`config.mk`:
```
export PLATFORM = sky130hd
export DESIGN_NAME = tbw_wrap_trigger
export DESIGN_NICKNAME = d
export VERILOG_FILES = /design/src/hdl/tbw_pkg.sv /design/src/hdl/tbw_axil_slave.sv /design/src/hdl/tbw_trig_ctr.sv /design/src/hdl/tbw_wrap_trigger.sv
export VERILOG_INCLUDE_DIRS = /design/src /design/src/hdl
export SDC_FILE = /design/constraint.sdc
export NUM_CORES = 1
export LEC_CHECK = 0
export ABC_CLOCK_PERIOD_IN_PS = 5200
export BUFFER_PORTS_ARGS = -buffer_cell sky130_fd_sc_hd__buf_4
export CAP_MARGIN = 25
export CORE_ASPECT_RATIO = 1.25
export CORE_MARGIN = 3
export CORE_UTILIZATION = 57
export DETAILED_ROUTE_END_ITERATION = 12
export GPL_TIMING_DRIVEN = 0
export PLACE_DENSITY_LB_ADDON = 0.2
export RECOVER_POWER = 100
export SYNTH_ARGS = -nofsm -noshare
export SYNTH_HDL_FRONTEND = slang
export SYNTH_SLANG_ARGS = --single-unit
```
`constraint.sdc`:
```
create_clock -name aclk -period 5.2 [get_ports aclk]
set_clock_uncertainty 0.2 [all_clocks]
set_input_delay 1.04 -clock aclk [delete_from_list [all_inputs] [get_ports aclk]]
set_output_delay 1.04 -clock aclk [all_outputs]
set_load 0.02 [all_outputs]
```
`src/hdl/tbw_params.svh`:
```
`ifndef TBW_PARAMS_SVH
`define TBW_PARAMS_SVH
// register byte offsets
`define TBW_OFF_CTRL 8'h00
`define TBW_OFF_STATUS 8'h04
`define TBW_OFF_TRIGCNT 8'h08
`define TBW_OFF_WRPTR 8'h0c
`define TBW_OFF_BASE 8'h10
`define TBW_OFF_LIMIT 8'h14
`define TBW_OFF_ID 8'h18
// control fields
`define TBW_CTRL_EN 0
`define TBW_CTRL_MODE_LO 1
`define TBW_CTRL_MODE_HI 2
`define TBW_CTRL_RST 3'h0
// status fields
`define TBW_ST_BSC_LO 0
`define TBW_ST_BSC_HI 5
`define TBW_ST_HALT 17
`define TBW_ST_ROLL 19
`define TBW_ST_TRG 21
`define TBW_ST_PEND 22
`define TBW_ST_EC_LO 26
`define TBW_ST_EC_HI 31
`define TBW_ST_RST 32'h0000_0000
`define TBW_ST_MASK 32'hfc6a_003f
`define TBW_EC_OTHER 6'h00
`define TBW_BSC_FILLED 6'h01
// id register: log2 of the write unit in the low nibble
`define TBW_ID_ALIGN_LO 0
`define TBW_ID_ALIGN_HI 3
// bus answers
`define TBW_RESP_OKAY 2'h0
`define TBW_RESP_SLVERR 2'h2
`endif

```
`src/hdl/tbw_pkg.sv`:
```
`default_nettype none
package tbw_pkg;
  typedef enum logic [1:0] {
    TBW_MODE_FILL = 2'b00,
    TBW_MODE_WRAP = 2'b01,
    TBW_MODE_RSVD = 2'b10,
    TBW_MODE_CIRC = 2'b11
  } tbw_mode_t;
endpackage
`default_nettype wire

```
`src/hdl/tbw_axil_slave.sv`:
```
`include "tbw_params.svh"
`default_nettype none
module tbw_axil_slave import tbw_pkg::*; #(
  parameter int AW = 8
) (
  // clock and reset
  input wire logic aclk,
  input wire logic aresetn,
  // axi4-lite
  input wire logic [AW-1:0] s_awaddr,
  input wire logic s_awvalid,
  output logic s_awready,
  input wire logic [31:0] s_wdata,
  input wire logic [3:0] s_wstrb,
  input wire logic s_wvalid,
  output logic s_wready,
  output logic [1:0] s_bresp,
  output logic s_bvalid,
  input wire logic s_bready,
  input wire logic [AW-1:0] s_araddr,
  input wire logic s_arvalid,
  output logic s_arready,
  output logic [31:0] s_rdata,
  output logic [1:0] s_rresp,
  output logic s_rvalid,
  input wire logic s_rready,
  // register side
  output logic wr_req,
  output logic [AW-1:0] wr_addr,
  output logic [31:0] wr_data,
  output logic [3:0] wr_strb,
  input wire logic wr_err,
  output logic rd_req,
  input wire logic rd_err,
  input wire logic [31:0] rd_data
);
  logic aw_full_q, aw_full_d, w_full_q, w_full_d, bvalid_d, rvalid_d;
  logic awready_d, wready_d, arready_d;
  logic [AW-1:0] aw_addr_q, aw_addr_d;
  logic [31:0] w_data_q, w_data_d, rdata_d;
  logic [3:0] w_strb_q, w_strb_d;
  logic [1:0] bresp_d, rresp_d;

  assign wr_req = aw_full_q & w_full_q & ~s_bvalid;
  assign wr_addr = aw_addr_q;
  assign wr_data = w_data_q;
  assign wr_strb = w_strb_q;
  assign rd_req = s_arvalid & s_arready;

  always_comb begin
    aw_full_d = aw_full_q;
    w_full_d = w_full_q;
    aw_addr_d = aw_addr_q;
    w_data_d = w_data_q;
    w_strb_d = w_strb_q;
    bvalid_d = s_bvalid;
    bresp_d = s_bresp;
    rvalid_d = s_rvalid;
    rresp_d = s_rresp;
    rdata_d = s_rdata;
    if (s_awvalid && s_awready) begin
      aw_full_d = 1'b1;
      aw_addr_d = s_awaddr;
    end
    if (s_wvalid && s_wready) begin
      w_full_d = 1'b1;
      w_data_d = s_wdata;
      w_strb_d = s_wstrb;
    end
    if (wr_req) begin
      aw_full_d = 1'b0;
      w_full_d = 1'b0;
      bvalid_d = 1'b1;
      bresp_d = wr_err ? `TBW_RESP_SLVERR : `TBW_RESP_OKAY;
    end else if (s_bvalid && s_bready) begin
      bvalid_d = 1'b0;
    end
    if (rd_req) begin
      rvalid_d = 1'b1;
      rdata_d = rd_err ? 32'h0000_0000 : rd_data;
      rresp_d = rd_err ? `TBW_RESP_SLVERR : `TBW_RESP_OKAY;
    end else if (s_rvalid && s_rready) begin
      rvalid_d = 1'b0;
    end
    awready_d = ~aw_full_d & ~bvalid_d;
    wready_d = ~w_full_d & ~bvalid_d;
    arready_d = ~rvalid_d;
  end

  always_ff @(posedge aclk) begin
    if (!aresetn) begin
      aw_full_q <= 1'b0;
      w_full_q <= 1'b0;
      aw_addr_q <= '0;
      w_data_q <= 32'h0000_0000;
      w_strb_q <= 4'h0;
      s_bvalid <= 1'b0;
      s_bresp <= 2'h0;
      s_rvalid <= 1'b0;
      s_rresp <= 2'h0;
      s_rdata <= 32'h0000_0000;
      s_awready <= 1'b0;
      s_wready <= 1'b0;
      s_arready <= 1'b0;
    end else begin
      aw_full_q <= aw_full_d;
      w_full_q <= w_full_d;
      aw_addr_q <= aw_addr_d;
      w_data_q <= w_data_d;
      w_strb_q <= w_strb_d;
      s_bvalid <= bvalid_d;
      s_bresp <= bresp_d;
      s_rvalid <= rvalid_d;
      s_rresp <= rresp_d;
      s_rdata <= rdata_d;
      s_awready <= awready_d;
      s_wready <= wready_d;
      s_arready <= arready_d;
    end
  end
endmodule
`default_nettype wire

```
`src/hdl/tbw_trig_ctr.sv`:
```
`default_nettype none
module tbw_trig_ctr import tbw_pkg::*; #(
  parameter int CW = 32,
  parameter int UNIT = 8
) (
  // clock and reset
  input wire logic aclk,
  input wire logic aresetn,
  // software load
  input wire logic load,
  input wire logic [CW-1:0] load_val,
  // trigger and write activity
  input wire logic enable,
  input wire logic det_trig,
  input wire logic seen,
  input wire logic unit_wr,
  output logic [CW-1:0] cnt_q,
  output logic fire
);
  localparam logic [CW-1:0] UNIT_C = CW'(UNIT);
  logic [CW-1:0] cnt_d;
  logic counting;

  assign counting = unit_wr & seen & (cnt_q != '0);

  always_comb begin
    cnt_d = cnt_q;
    fire = 1'b0;
    // whole unit per memory write; a short tail saturates at zero
    if (counting) begin
      cnt_d = (cnt_q <= UNIT_C) ? '0 : cnt_q - UNIT_C;
    end
    // no early over-decrement on a trigger with an unseen flag
    if (enable) begin
      fire = (det_trig & (cnt_q == '0) & ~seen)
        | (counting & (cnt_q <= UNIT_C));
    end
    if (load) begin
      cnt_d = load_val;
    end
  end

  always_ff @(posedge aclk) begin
    if (!aresetn) begin
      cnt_q <= '0;
    end else begin
      cnt_q <= cnt_d;
    end
  end
endmodule
`default_nettype wire

```
`src/hdl/tbw_wrap_trigger.sv`:
```
`include "tbw_params.svh"
`default_nettype none
module tbw_wrap_trigger import tbw_pkg::*; #(
  parameter int PW = 32,
  parameter int UNIT_LOG2 = 3,
  parameter int CW = 32
) (
  // clock and reset
  input wire logic aclk,
  input wire logic aresetn,
  // axi4-lite register port
  input wire logic [7:0] s_awaddr,
  input wire logic s_awvalid,
  output logic s_awready,
  input wire logic [31:0] s_wdata,
  input wire logic [3:0] s_wstrb,
  input wire logic s_wvalid,
  output logic s_wready,
  output logic [1:0] s_bresp,
  output logic s_bvalid,
  input wire logic s_bready,
  input wire logic [7:0] s_araddr,
  input wire logic s_arvalid,
  output logic s_arready,
  output logic [31:0] s_rdata,
  output logic [1:0] s_rresp,
  output logic s_rvalid,
  input wire logic s_rready,
  // trace unit side
  input wire logic trace_wr_valid,
  input wire logic [(8<<UNIT_LOG2)-1:0] trace_wr_data,
  input wire logic trace_wr_fault,
  output logic trace_wr_ready,
  input wire logic detected_trigger,
  // memory write side
  output logic mem_wr_valid,
  output logic [PW-1:0] mem_wr_addr,
  output logic [(8<<UNIT_LOG2)-1:0] mem_wr_data,
  // events
  output logic pointer_rollover_pmu_event,
  output logic trigger_event,
  output logic buffer_mgmt_interrupt_line
);
  localparam int UNIT = 1 << UNIT_LOG2;
  localparam int DW = 8 * UNIT;
  localparam logic [PW-1:0] UNIT_P = PW'(UNIT);

  logic wr_req, wr_err, rd_req, rd_err;
  logic [7:0] wr_addr, rd_addr;
  logic [31:0] wr_data, rd_data, bmask;
  logic [3:0] wr_strb;

  logic [2:0] ctrl_q, ctrl_d;
  logic [31:0] buffer_status_register, status_d;
  logic [PW-1:0] ptr_q, ptr_d, base_q, base_d, limit_q, limit_d, ptr_sum;
  logic [CW-1:0] cnt_q;
  logic [31:0] buffer_id_register;
  logic enable;
  tbw_mode_t mode;
  logic halted, seen, accept, unit_wr, wrap, fire;
  logic st_wr, ptr_wr, cnt_ld, ctrl_wr, base_wr, limit_wr;
  logic ready_d, mwv_d, pmu_d, trig_d;
  logic [PW-1:0] mwa_d;
  logic [DW-1:0] mwd_d;

  assign rd_addr = s_araddr;

  tbw_axil_slave #(
    .AW(8)
  ) u_bus (
    .aclk(aclk),
    .aresetn(aresetn),
    .s_awaddr(s_awaddr),
    .s_awvalid(s_awvalid),
    .s_awready(s_awready),
    .s_wdata(s_wdata),
    .s_wstrb(s_wstrb),
    .s_wvalid(s_wvalid),
    .s_wready(s_wready),
    .s_bresp(s_bresp),
    .s_bvalid(s_bvalid),
    .s_bready(s_bready),
    .s_araddr(s_araddr),
    .s_arvalid(s_arvalid),
    .s_arready(s_arready),
    .s_rdata(s_rdata),
    .s_rresp(s_rresp),
    .s_rvalid(s_rvalid),
    .s_rready(s_rready),
    .wr_req(wr_req),
    .wr_addr(wr_addr),
    .wr_data(wr_data),
    .wr_strb(wr_strb),
    .wr_err(wr_err),
    .rd_req(rd_req),
    .rd_err(rd_err),
    .rd_data(rd_data)
  );

  // byte-lane mask from write strobes
  assign bmask = {{8{wr_strb[3]}}, {8{wr_strb[2]}}, {8{wr_strb[1]}}, {8{wr_strb[0]}}};

  // write decode
  always_comb begin
    ctrl_wr = 1'b0;
    st_wr = 1'b0;
    cnt_ld = 1'b0;
    ptr_wr = 1'b0;
    base_wr = 1'b0;
    limit_wr = 1'b0;
    wr_err = 1'b0;
    if (wr_req) begin
      unique case (wr_addr)
        `TBW_OFF_CTRL: ctrl_wr = 1'b1;
        `TBW_OFF_STATUS: st_wr = 1'b1;
        `TBW_OFF_TRIGCNT: cnt_ld = 1'b1;
        `TBW_OFF_WRPTR: ptr_wr = 1'b1;
        `TBW_OFF_BASE: base_wr = 1'b1;
        `TBW_OFF_LIMIT: limit_wr = 1'b1;
        `TBW_OFF_ID: wr_err = 1'b0;
        default: wr_err = 1'b1;
      endcase
    end
  end

  // read mux
  always_comb begin
    rd_data = 32'h0000_0000;
    rd_err = 1'b0;
    unique case (rd_addr)
      `TBW_OFF_CTRL: rd_data = {29'h0, ctrl_q};
      `TBW_OFF_STATUS: rd_data = buffer_status_register;
      `TBW_OFF_TRIGCNT: rd_data = 32'(cnt_q);
      `TBW_OFF_WRPTR: rd_data = 32'(ptr_q);
      `TBW_OFF_BASE: rd_data = 32'(base_q);
      `TBW_OFF_LIMIT: rd_data = 32'(limit_q);
      `TBW_OFF_ID: rd_data = buffer_id_register;
      default: rd_err = 1'b1;
    endcase
  end

  always_comb begin
    buffer_id_register = 32'h0000_0000;
    buffer_id_register[`TBW_ID_ALIGN_HI:`TBW_ID_ALIGN_LO] = 4'(UNIT_LOG2);
  end

  assign enable = ctrl_q[`TBW_CTRL_EN];
  assign mode = tbw_mode_t'(ctrl_q[`TBW_CTRL_MODE_HI:`TBW_CTRL_MODE_LO]);
  assign halted = buffer_status_register[`TBW_ST_HALT];
  assign seen = buffer_status_register[`TBW_ST_TRG];

  // pointer advance and wrap detection
  assign accept = trace_wr_valid & trace_wr_ready & ~halted;
  assign unit_wr = accept & ~trace_wr_fault;
  assign ptr_sum = ptr_q + UNIT_P;
  assign wrap = unit_wr & (ptr_sum >= limit_q);

  tbw_trig_ctr #(
    .CW(CW),
    .UNIT(UNIT)
  ) u_trig (
    .aclk(aclk),
    .aresetn(aresetn),
    .load(cnt_ld),
    .load_val(CW'(wr_data)),
    .enable(enable),
    .det_trig(detected_trigger),
    .seen(seen),
    .unit_wr(unit_wr),
    .cnt_q(cnt_q),
    .fire(fire)
  );

  // configuration registers
  always_comb begin
    ctrl_d = ctrl_q;
    base_d = base_q;
    limit_d = limit_q;
    ptr_d = ptr_q;
    if (ctrl_wr && wr_strb[0]) begin
      ctrl_d = wr_data[2:0];
    end
    if (base_wr) begin
      base_d = PW'((32'(base_q) & ~bmask) | (wr_data & bmask));
    end
    if (limit_wr) begin
      limit_d = PW'((32'(limit_q) & ~bmask) | (wr_data & bmask));
    end
    if (ptr_wr) begin
      ptr_d = PW'((32'(ptr_q) & ~bmask) | (wr_data & bmask));
    end
    // hardware advance takes priority over a software pointer write
    if (unit_wr) begin
      ptr_d = wrap ? base_q : ptr_sum;
    end
  end

  // status register: hardware sets win over a same-cycle software write
  always_comb begin
    status_d = buffer_status_register;
    if (st_wr) begin
      status_d = ((buffer_status_register & ~bmask) | (wr_data & bmask)) & `TBW_ST_MASK;
    end
    if (wrap) begin
      status_d[`TBW_ST_ROLL] = 1'b1;
      unique case (mode)
        TBW_MODE_WRAP: begin
          status_d[`TBW_ST_PEND] = 1'b1;
        end
        TBW_MODE_CIRC: begin
          status_d[`TBW_ST_PEND] = status_d[`TBW_ST_PEND];
        end
        default: begin
          status_d[`TBW_ST_PEND] = 1'b1;
          if (!halted) begin
            status_d[`TBW_ST_HALT] = 1'b1;
            status_d[`TBW_ST_EC_HI:`TBW_ST_EC_LO] = `TBW_EC_OTHER;
            status_d[`TBW_ST_BSC_HI:`TBW_ST_BSC_LO] = `TBW_BSC_FILLED;
          end
        end
      endcase
    end
    if (detected_trigger && enable) begin
      status_d[`TBW_ST_TRG] = 1'b1;
    end
  end

  // output flops
  always_comb begin
    ready_d = ctrl_d[`TBW_CTRL_EN] & ~status_d[`TBW_ST_HALT];
    mwv_d = unit_wr;
    mwa_d = unit_wr ? ptr_q : mem_wr_addr;
    mwd_d = unit_wr ? trace_wr_data : mem_wr_data;
    pmu_d = wrap;
    trig_d = fire;
  end

  always_ff @(posedge aclk) begin
    if (!aresetn) begin
      ctrl_q <= `TBW_CTRL_RST;
      buffer_status_register <= `TBW_ST_RST;
      ptr_q <= '0;
      base_q <= '0;
      limit_q <= '0;
      trace_wr_ready <= 1'b0;
      mem_wr_valid <= 1'b0;
      mem_wr_addr <= '0;
      mem_wr_data <= '0;
      pointer_rollover_pmu_event <= 1'b0;
      trigger_event <= 1'b0;
    end else begin
      ctrl_q <= ctrl_d;
      buffer_status_register <= status_d;
      ptr_q <= ptr_d;
      base_q <= base_d;
      limit_q <= limit_d;
      trace_wr_ready <= ready_d;
      mem_wr_valid <= mwv_d;
      mem_wr_addr <= mwa_d;
      mem_wr_data <= mwd_d;
      pointer_rollover_pmu_event <= pmu_d;
      trigger_event <= trig_d;
    end
  end

  // level interrupt straight from the pending flop
  assign buffer_mgmt_interrupt_line = buffer_status_register[`TBW_ST_PEND];
endmodule
`default_nettype wire

```
Yosys cells after proc, flatten, opt, wreduce, memory -nomap -nowiden

Cells that the tools add are included.

Add/sub/neg operators: 2
$lt $le $gt $ge: 2
Equality and inequality tests: 14
Multiplexer cells: 47
Bitwise gates (word level): 35
Reduce and logical (&&, ||, !) cells: 18

Operators by type and width:

| cell                    | count |
|---|---|
| $mux W32                | 8 |
| $pmux W32 S7            | 1 |
| $and A32 B32 Y32        | 5 |
| $or A32 B32 Y32         | 4 |
| $eq A8 B5 Y1 const B    | 6 |
| $mux W6                 | 6 |
| $add A32 B4 Y32 const B | 1 |
| $eq A8 B4 Y1 const B    | 4 |
| $ge A32 B32 Y1          | 1 |
| $le A32 B4 Y1 const B   | 1 |
| $logic_not A32 Y1       | 1 |
| $not A32 Y32            | 1 |
| $reduce_bool A32 Y1     | 1 |
| $sub A32 B4 Y32 const B | 1 |
| $mux W1                 | 30 |
| $eq A8 B3 Y1 const B    | 2 |
| $logic_not A8 Y1        | 2 |
| $and A1 B1 Y1           | 15 |
| $reduce_or A7 Y1        | 2 |
| $not A1 Y1              | 9 |
| $reduce_bool A2 Y1      | 4 |
| $logic_and A1 B1 Y1     | 6 |
| $mux W2                 | 2 |
| $eq A2 B1 Y1 const B    | 1 |
| other kinds (4)         | 4 |

Register bits after elaboration: 334

Depth between registers and ports, before layout

Depth in word-level cells: 9
Mapped depth: 16
Mapped depth without buffers: 12

Modules after synthesis

From an unflattened synthesis, not the netlist that was laid out.

Cell total of the unflattened synthesis: 1996
Area, all modules: 15820.2 sq um

By module, submodules not included:

| module           | instances | cells each | area an instance (sq um) |
|---|---|---|---|
| tbw_wrap_trigger | 1         | 1363       | 10391.2 |
| tbw_axil_slave   | 1         | 369        | 3398.3 |
| tbw_trig_ctr     | 1         | 264        | 2030.7 |

Worst setup path after synthesis

Ideal clock, no wire load.

Path type: flip-flop to flip-flop
Start: register (tool-made name)
End: register (tool-made name)
Setup time: 0.074 ns
Arrival time: 3.730 ns
Path slack: 1.195 ns
Stages on the path, launching flop included: 16
Buffers on the path: 4
Period minus slack after synthesis: 4.005 ns
Cells stage by stage: dfxtp_1 > clkbuf_1 > nand4_1 > or4_1 > clkbuf_1 > nor4_1 > xor2_1 > ha_1 > nand4_1 > nor4_1 > nand2_1 > a21oi_1 > clkbuf_1 > buf_1 > o211ai_1 > a31oi_1

==> impl_summary.txt <==
----------------------------------------------------
[Routing]
  Wire length after detailed routing ... 62.13 mm
  Detailed-routing iteration count for the pre-antenna-repair pass ... 9
  Drt initial violations ... 2,244
  DRC ... 0
  Final antenna-violating net count ... 0
  Number of vias in the routed layout ... 16,964
  Drt wl/cell ... 23.59 um
  Via-to-Cell Ratio ... 6.440

[CTS]
  TritonCTS sink count ... 332
  Number of buffers created by CTS ... 35
  Master cell of the clock root buffer ... clkbuf_16
  Clock latency on the worst-skew pair ... 0.54 ns
  Count of H-tree levels built during CTS ... 2
  Hold Buf Count CTS ... 0
  CTS tree ... done
  Worst-case clock buffer depth ... 3
  Clock transition at the registers of the reported paths ... 0.06 ns

[Yosys]
  Ranking of synthesized cells by area ... dfxtp_1 42%, nand2_1 10%, a21oi_1 7.8%
  Largest family of logic cells by synthesized area ... simple AND/OR/NAND/NOR gates
  Post-synth top area share ... 42.40%
  Warnings, synthesis ... 0
  Post-Synthesis Cell Area ... 15,680 um^2
  Number of different library cells in the post-synthesis netlist ... 71
  Synth Area in Simple Gates ... 21.71%
  Adder-cell area share of the yosys netlist ... 2.794%
  Portion of the post-synthesis area used by sequential elements ... 42.40%
  Mapped Cells ... 1,965
  Share of flip-flops with an asynchronous set or reset after synthesis ... 0%
  Multiplexer fraction of the synthesized cell area ... 4.781%
  Flip-flop and latch count after synthesis ... 332
  Mean post-synth cell area ... 7.978 um^2
  Library cell occupying the most area in the post-synthesis netlist ... dfxtp_1
  Leading register cell type out of synthesis ... dfxtp_1
  Area fraction in compound gates after synthesis ... 20.90%
  Number of enable flip-flop cells after synthesis ... 0
  XOR/XNOR Fraction of Synth Area ... 2.291%

[Timing]
  Fraction of the cycle the final worst path needs ... 95.70%
  Crit path time final ... 4.976 ns
  Number of slew-limit violations in the final report ... 0
  Final Hold Violating Endpoints ... 0
  Top achievable clock speed ... 0.2010 GHz
  Relative slew margins ... 13.85%
  Transition time at the pin with the least slew margin ... 1.280 ns
  Total of endpoints with negative setup slack in the final report ... 0
  Accumulated negative setup slack ... 0 ns

[Final layout]
  Proportion of layout cells with a drive suffix above 1 ... 10.05%
  Final Non-Filler Cells ... 2,634
  # fillers ... 2,422
  Layout Nets ... 2,428
  Total inserted antenna cells ... 0
  Combined area of the multi-input logic cells ... 8215 um^2
  Layout overhead on the synthesized area ... 19.45%
  Seq. cell area ... 6646 um^2

[Pwr]
  Sequential share of power ... 47.5%
  Cell Int Power ... 4.221 mW
  Switch share ... 23.14%
  Pwr per Cell Area ... 293.3 nW/um^2
  Peak supply drop ... 0.2724 mV
  Proportion of power drawn by combinational gates ... 4.9%
  P_leak ... 6.716 nW
  Total net switching power ... 1.271 mW
  Final total power ... 5.492 mW
  Share of total power in the clock network ... 47.7%

[Floorplan]
  Total die area ... 29,540 um^2
  Number of top-level pins ... 268
  X dimension of the die ... 154.3 um
  Std-Cell Core Area ... 26,910 um^2
  Die span in y ... 191.4 um
  Number of standard-cell rows in the floorplan ... 67
  Starting density of the core ... 58.26%

[Flow run]
  Max-capacitance violation count ... 0

[Global routing]
  Maximum number of pins on one net before global-route repair ... 15
  Antenna violations before repair ... 0
  Total grt overflow ... 0
  Overall fraction of global-route tracks in use ... 40.22%
  Vias in the first global route ... 15,958
  Wire length of the first global-routing pass ... 92.40 mm

[Setup path]
  Type of the setup path with the least slack ... reg2reg
  Setup crit end kind ... flip-flop
  Endpoint required time on the critical path ... 5.44 ns
  CP max FO ... 10
  Path depth of the worst reg2reg path ... 14
  R2r setup slk ... 0.22 ns
  Data arrival time of the critical path ... 5.22 ns
  Startpoint kind of the worst setup timing path ... flip-flop

[Placement]
  Post-DP HPWL ... 46.37 mm
  Total placed cells including tap cells ... 2,577
  Placer congestion estimate ... 1.044
  IO buf count ... 263

[Min path]
  Hold path start ... mem_wr_data[9]
  Type of the most critical hold path ... reg2reg
  Endpoint with the worst hold slack ... mem_wr_data[9]
  Hold Path Cell Cnt ... 2

[Outcome]
  Status ... completed

----------------------------------------------------
[layout by cell type (no fill, tap or decap), drive strengths merged, types with 31 or more instances in the layout]
cell | netlist | layout
a21oi | 244 | 244
mux2 | 31 | 31
o21ai | 92 | 92
nand2 | 433 | 433
mux2i | 40 | 40
clkbuf | 137 | 332
nor3 | 38 | 38
nand3 | 74 | 74
buf | 19 | 137
nor2 | 83 | 83
ha | 35 | 35
dfxtp | 332 | 332
inv | 49 | 49
[logic make-up (layout without fill, tap and decap cells)]
kind of cell / count (synthesis) / after routing
other: 1 / 2
xor gates and xnor gates: 41 / 41
DFF: 332 / 332
buffers and inverters: 206 / 529
and+or+nand+nor: 752 / 752
adders and majority gates: 35 / 35
AOI/OAI and AO/OA: 527 / 527
muxes: 71 / 71
[how the worst max path moves through the flow]
| stage | cells after the start | start | to |
|---|---|---|---|
| finish | 14 | flip-flop | flip-flop |
| global route | 14 | flip-flop | flip-flop |
| CTS | 15 | flip-flop | flip-flop |
| detailed placement | 15 | flip-flop | flip-flop |
| global placement | 15 | flip-flop | flip-flop |
| floorplan | 15 | flip-flop | flip-flop |
[timing repair]
item                                    in CTS  in global routing
pin swaps                                    0                  1
buffers inserted                             0                  1
resized for setup                            6                  5
endpoints found under the setup margin      22                 45
[cells in the mapped netlist, types with 3 or more instances]
| library cell | count |
|---|---|
| a211oi_1 | 7 |
| a21o_1 | 15 |
| a21oi_1 | 244 |
| a222oi_1 | 30 |
| a2bb2oi_1 | 17 |
| a311oi_1 | 11 |
| a31oi_1 | 28 |
| and2_1 | 10 |
| and3_1 | 14 |
| and4_1 | 8 |
| buf_1 | 12 |
| buf_4 | 4 |
| clkbuf_1 | 136 |
| dfxtp_1 | 332 |
| ha_1 | 35 |
| inv_1 | 49 |
| mux2_2 | 31 |
| mux2i_1 | 40 |
| nand2_1 | 433 |
| nand2b_1 | 6 |
| nand3_1 | 74 |
| nand3b_1 | 4 |
| nand4_1 | 17 |
| nand4b_1 | 6 |
| nor2_1 | 83 |
| nor2b_1 | 4 |
| nor3_1 | 37 |
| nor3b_1 | 3 |
| nor4_1 | 19 |
| nor4b_1 | 3 |
| o2111ai_1 | 25 |
| o211a_1 | 5 |
| o211ai_1 | 28 |
| o21a_1 | 3 |
| o21ai_0 | 82 |
| o21ai_1 | 10 |
| o31a_1 | 3 |
| or2_2 | 3 |
| or3_1 | 5 |
| or4_1 | 12 |
| xnor2_1 | 27 |
| xor2_1 | 14 |
[power groups by stage]
stage	sequential, mW	clock (mW)	combinational [mW]
floorplan	2.64	0	0.119
global placement	2.66	0	0.259
detailed placement	2.66	0	0.263
CTS	2.60	2.61	0.265
global route	2.61	2.71	0.282
finish	2.61	2.62	0.266
[critical path: stages, from the launching register on]
cell and delay [ns]:
dfxtp_1 0.55, nand3_1 0.32, or4_1 0.55, clkbuf_1 0.18, nor4_1 0.40, xor2_1 0.17, ha_1 0.31, nand4_1 0.18
nor4_2 0.46, nand2_2 0.24, a21oi_2 0.29, clkbuf_2 0.33, buf_2 0.33, o211ai_1 0.12, a31oi_1 0.25
[area by class of cell]
| type | instances | share of cell area [%] |
|---|---|---|
| multi-input cells | 1428 | 43.87 |
| flip-flops and latches | 332 | 35.49 |
| repair buffers | 267 | 7.844 |
| clock buffers | 49 | 5.613 |
| plain buffers | 153 | 3.167 |
| well taps | 345 | 2.305 |
| inverters | 50 | 1.002 |
| clock inverters | 10 | 0.7016 |
[stage by stage]
stage / area (um^2) / utilization [%] / hold slack, ns / worst slack, ns
after floorplan: 15680 / - / 0.2221 / 1.195
after global placement: 18090 / 67.21 / 0.2392 / -0.2416
after detailed placement: 18110 / 67.29 / 0.2471 / -0.3547
after CTS: 19300 / 71.72 / 0.2543 / 0.001981
after global routing: 18730 / 69.59 / 0.2722 / -0.01082
final: 18730 / 69.59 / 0.2523 / 0.2238
[metal layers]
| metal | share of wire [%] | global-route usage [%] | up-vias | wire length, um |
|---|---|---|---|---|
| met1 | 37 | 48.82 | 7931 | 23000 |
| met5 | 0 | 0 | - | 0 |
| li1 | - | - | 7616 | - |
| met4 | 7.3 | 25.21 | 0 | 4549 |
| met2 | 45 | 63.95 | 1130 | 27910 |
| met3 | 11 | 9.918 | 287 | 6677 |
Note: power is estimated with default switching activity, not from simulation.
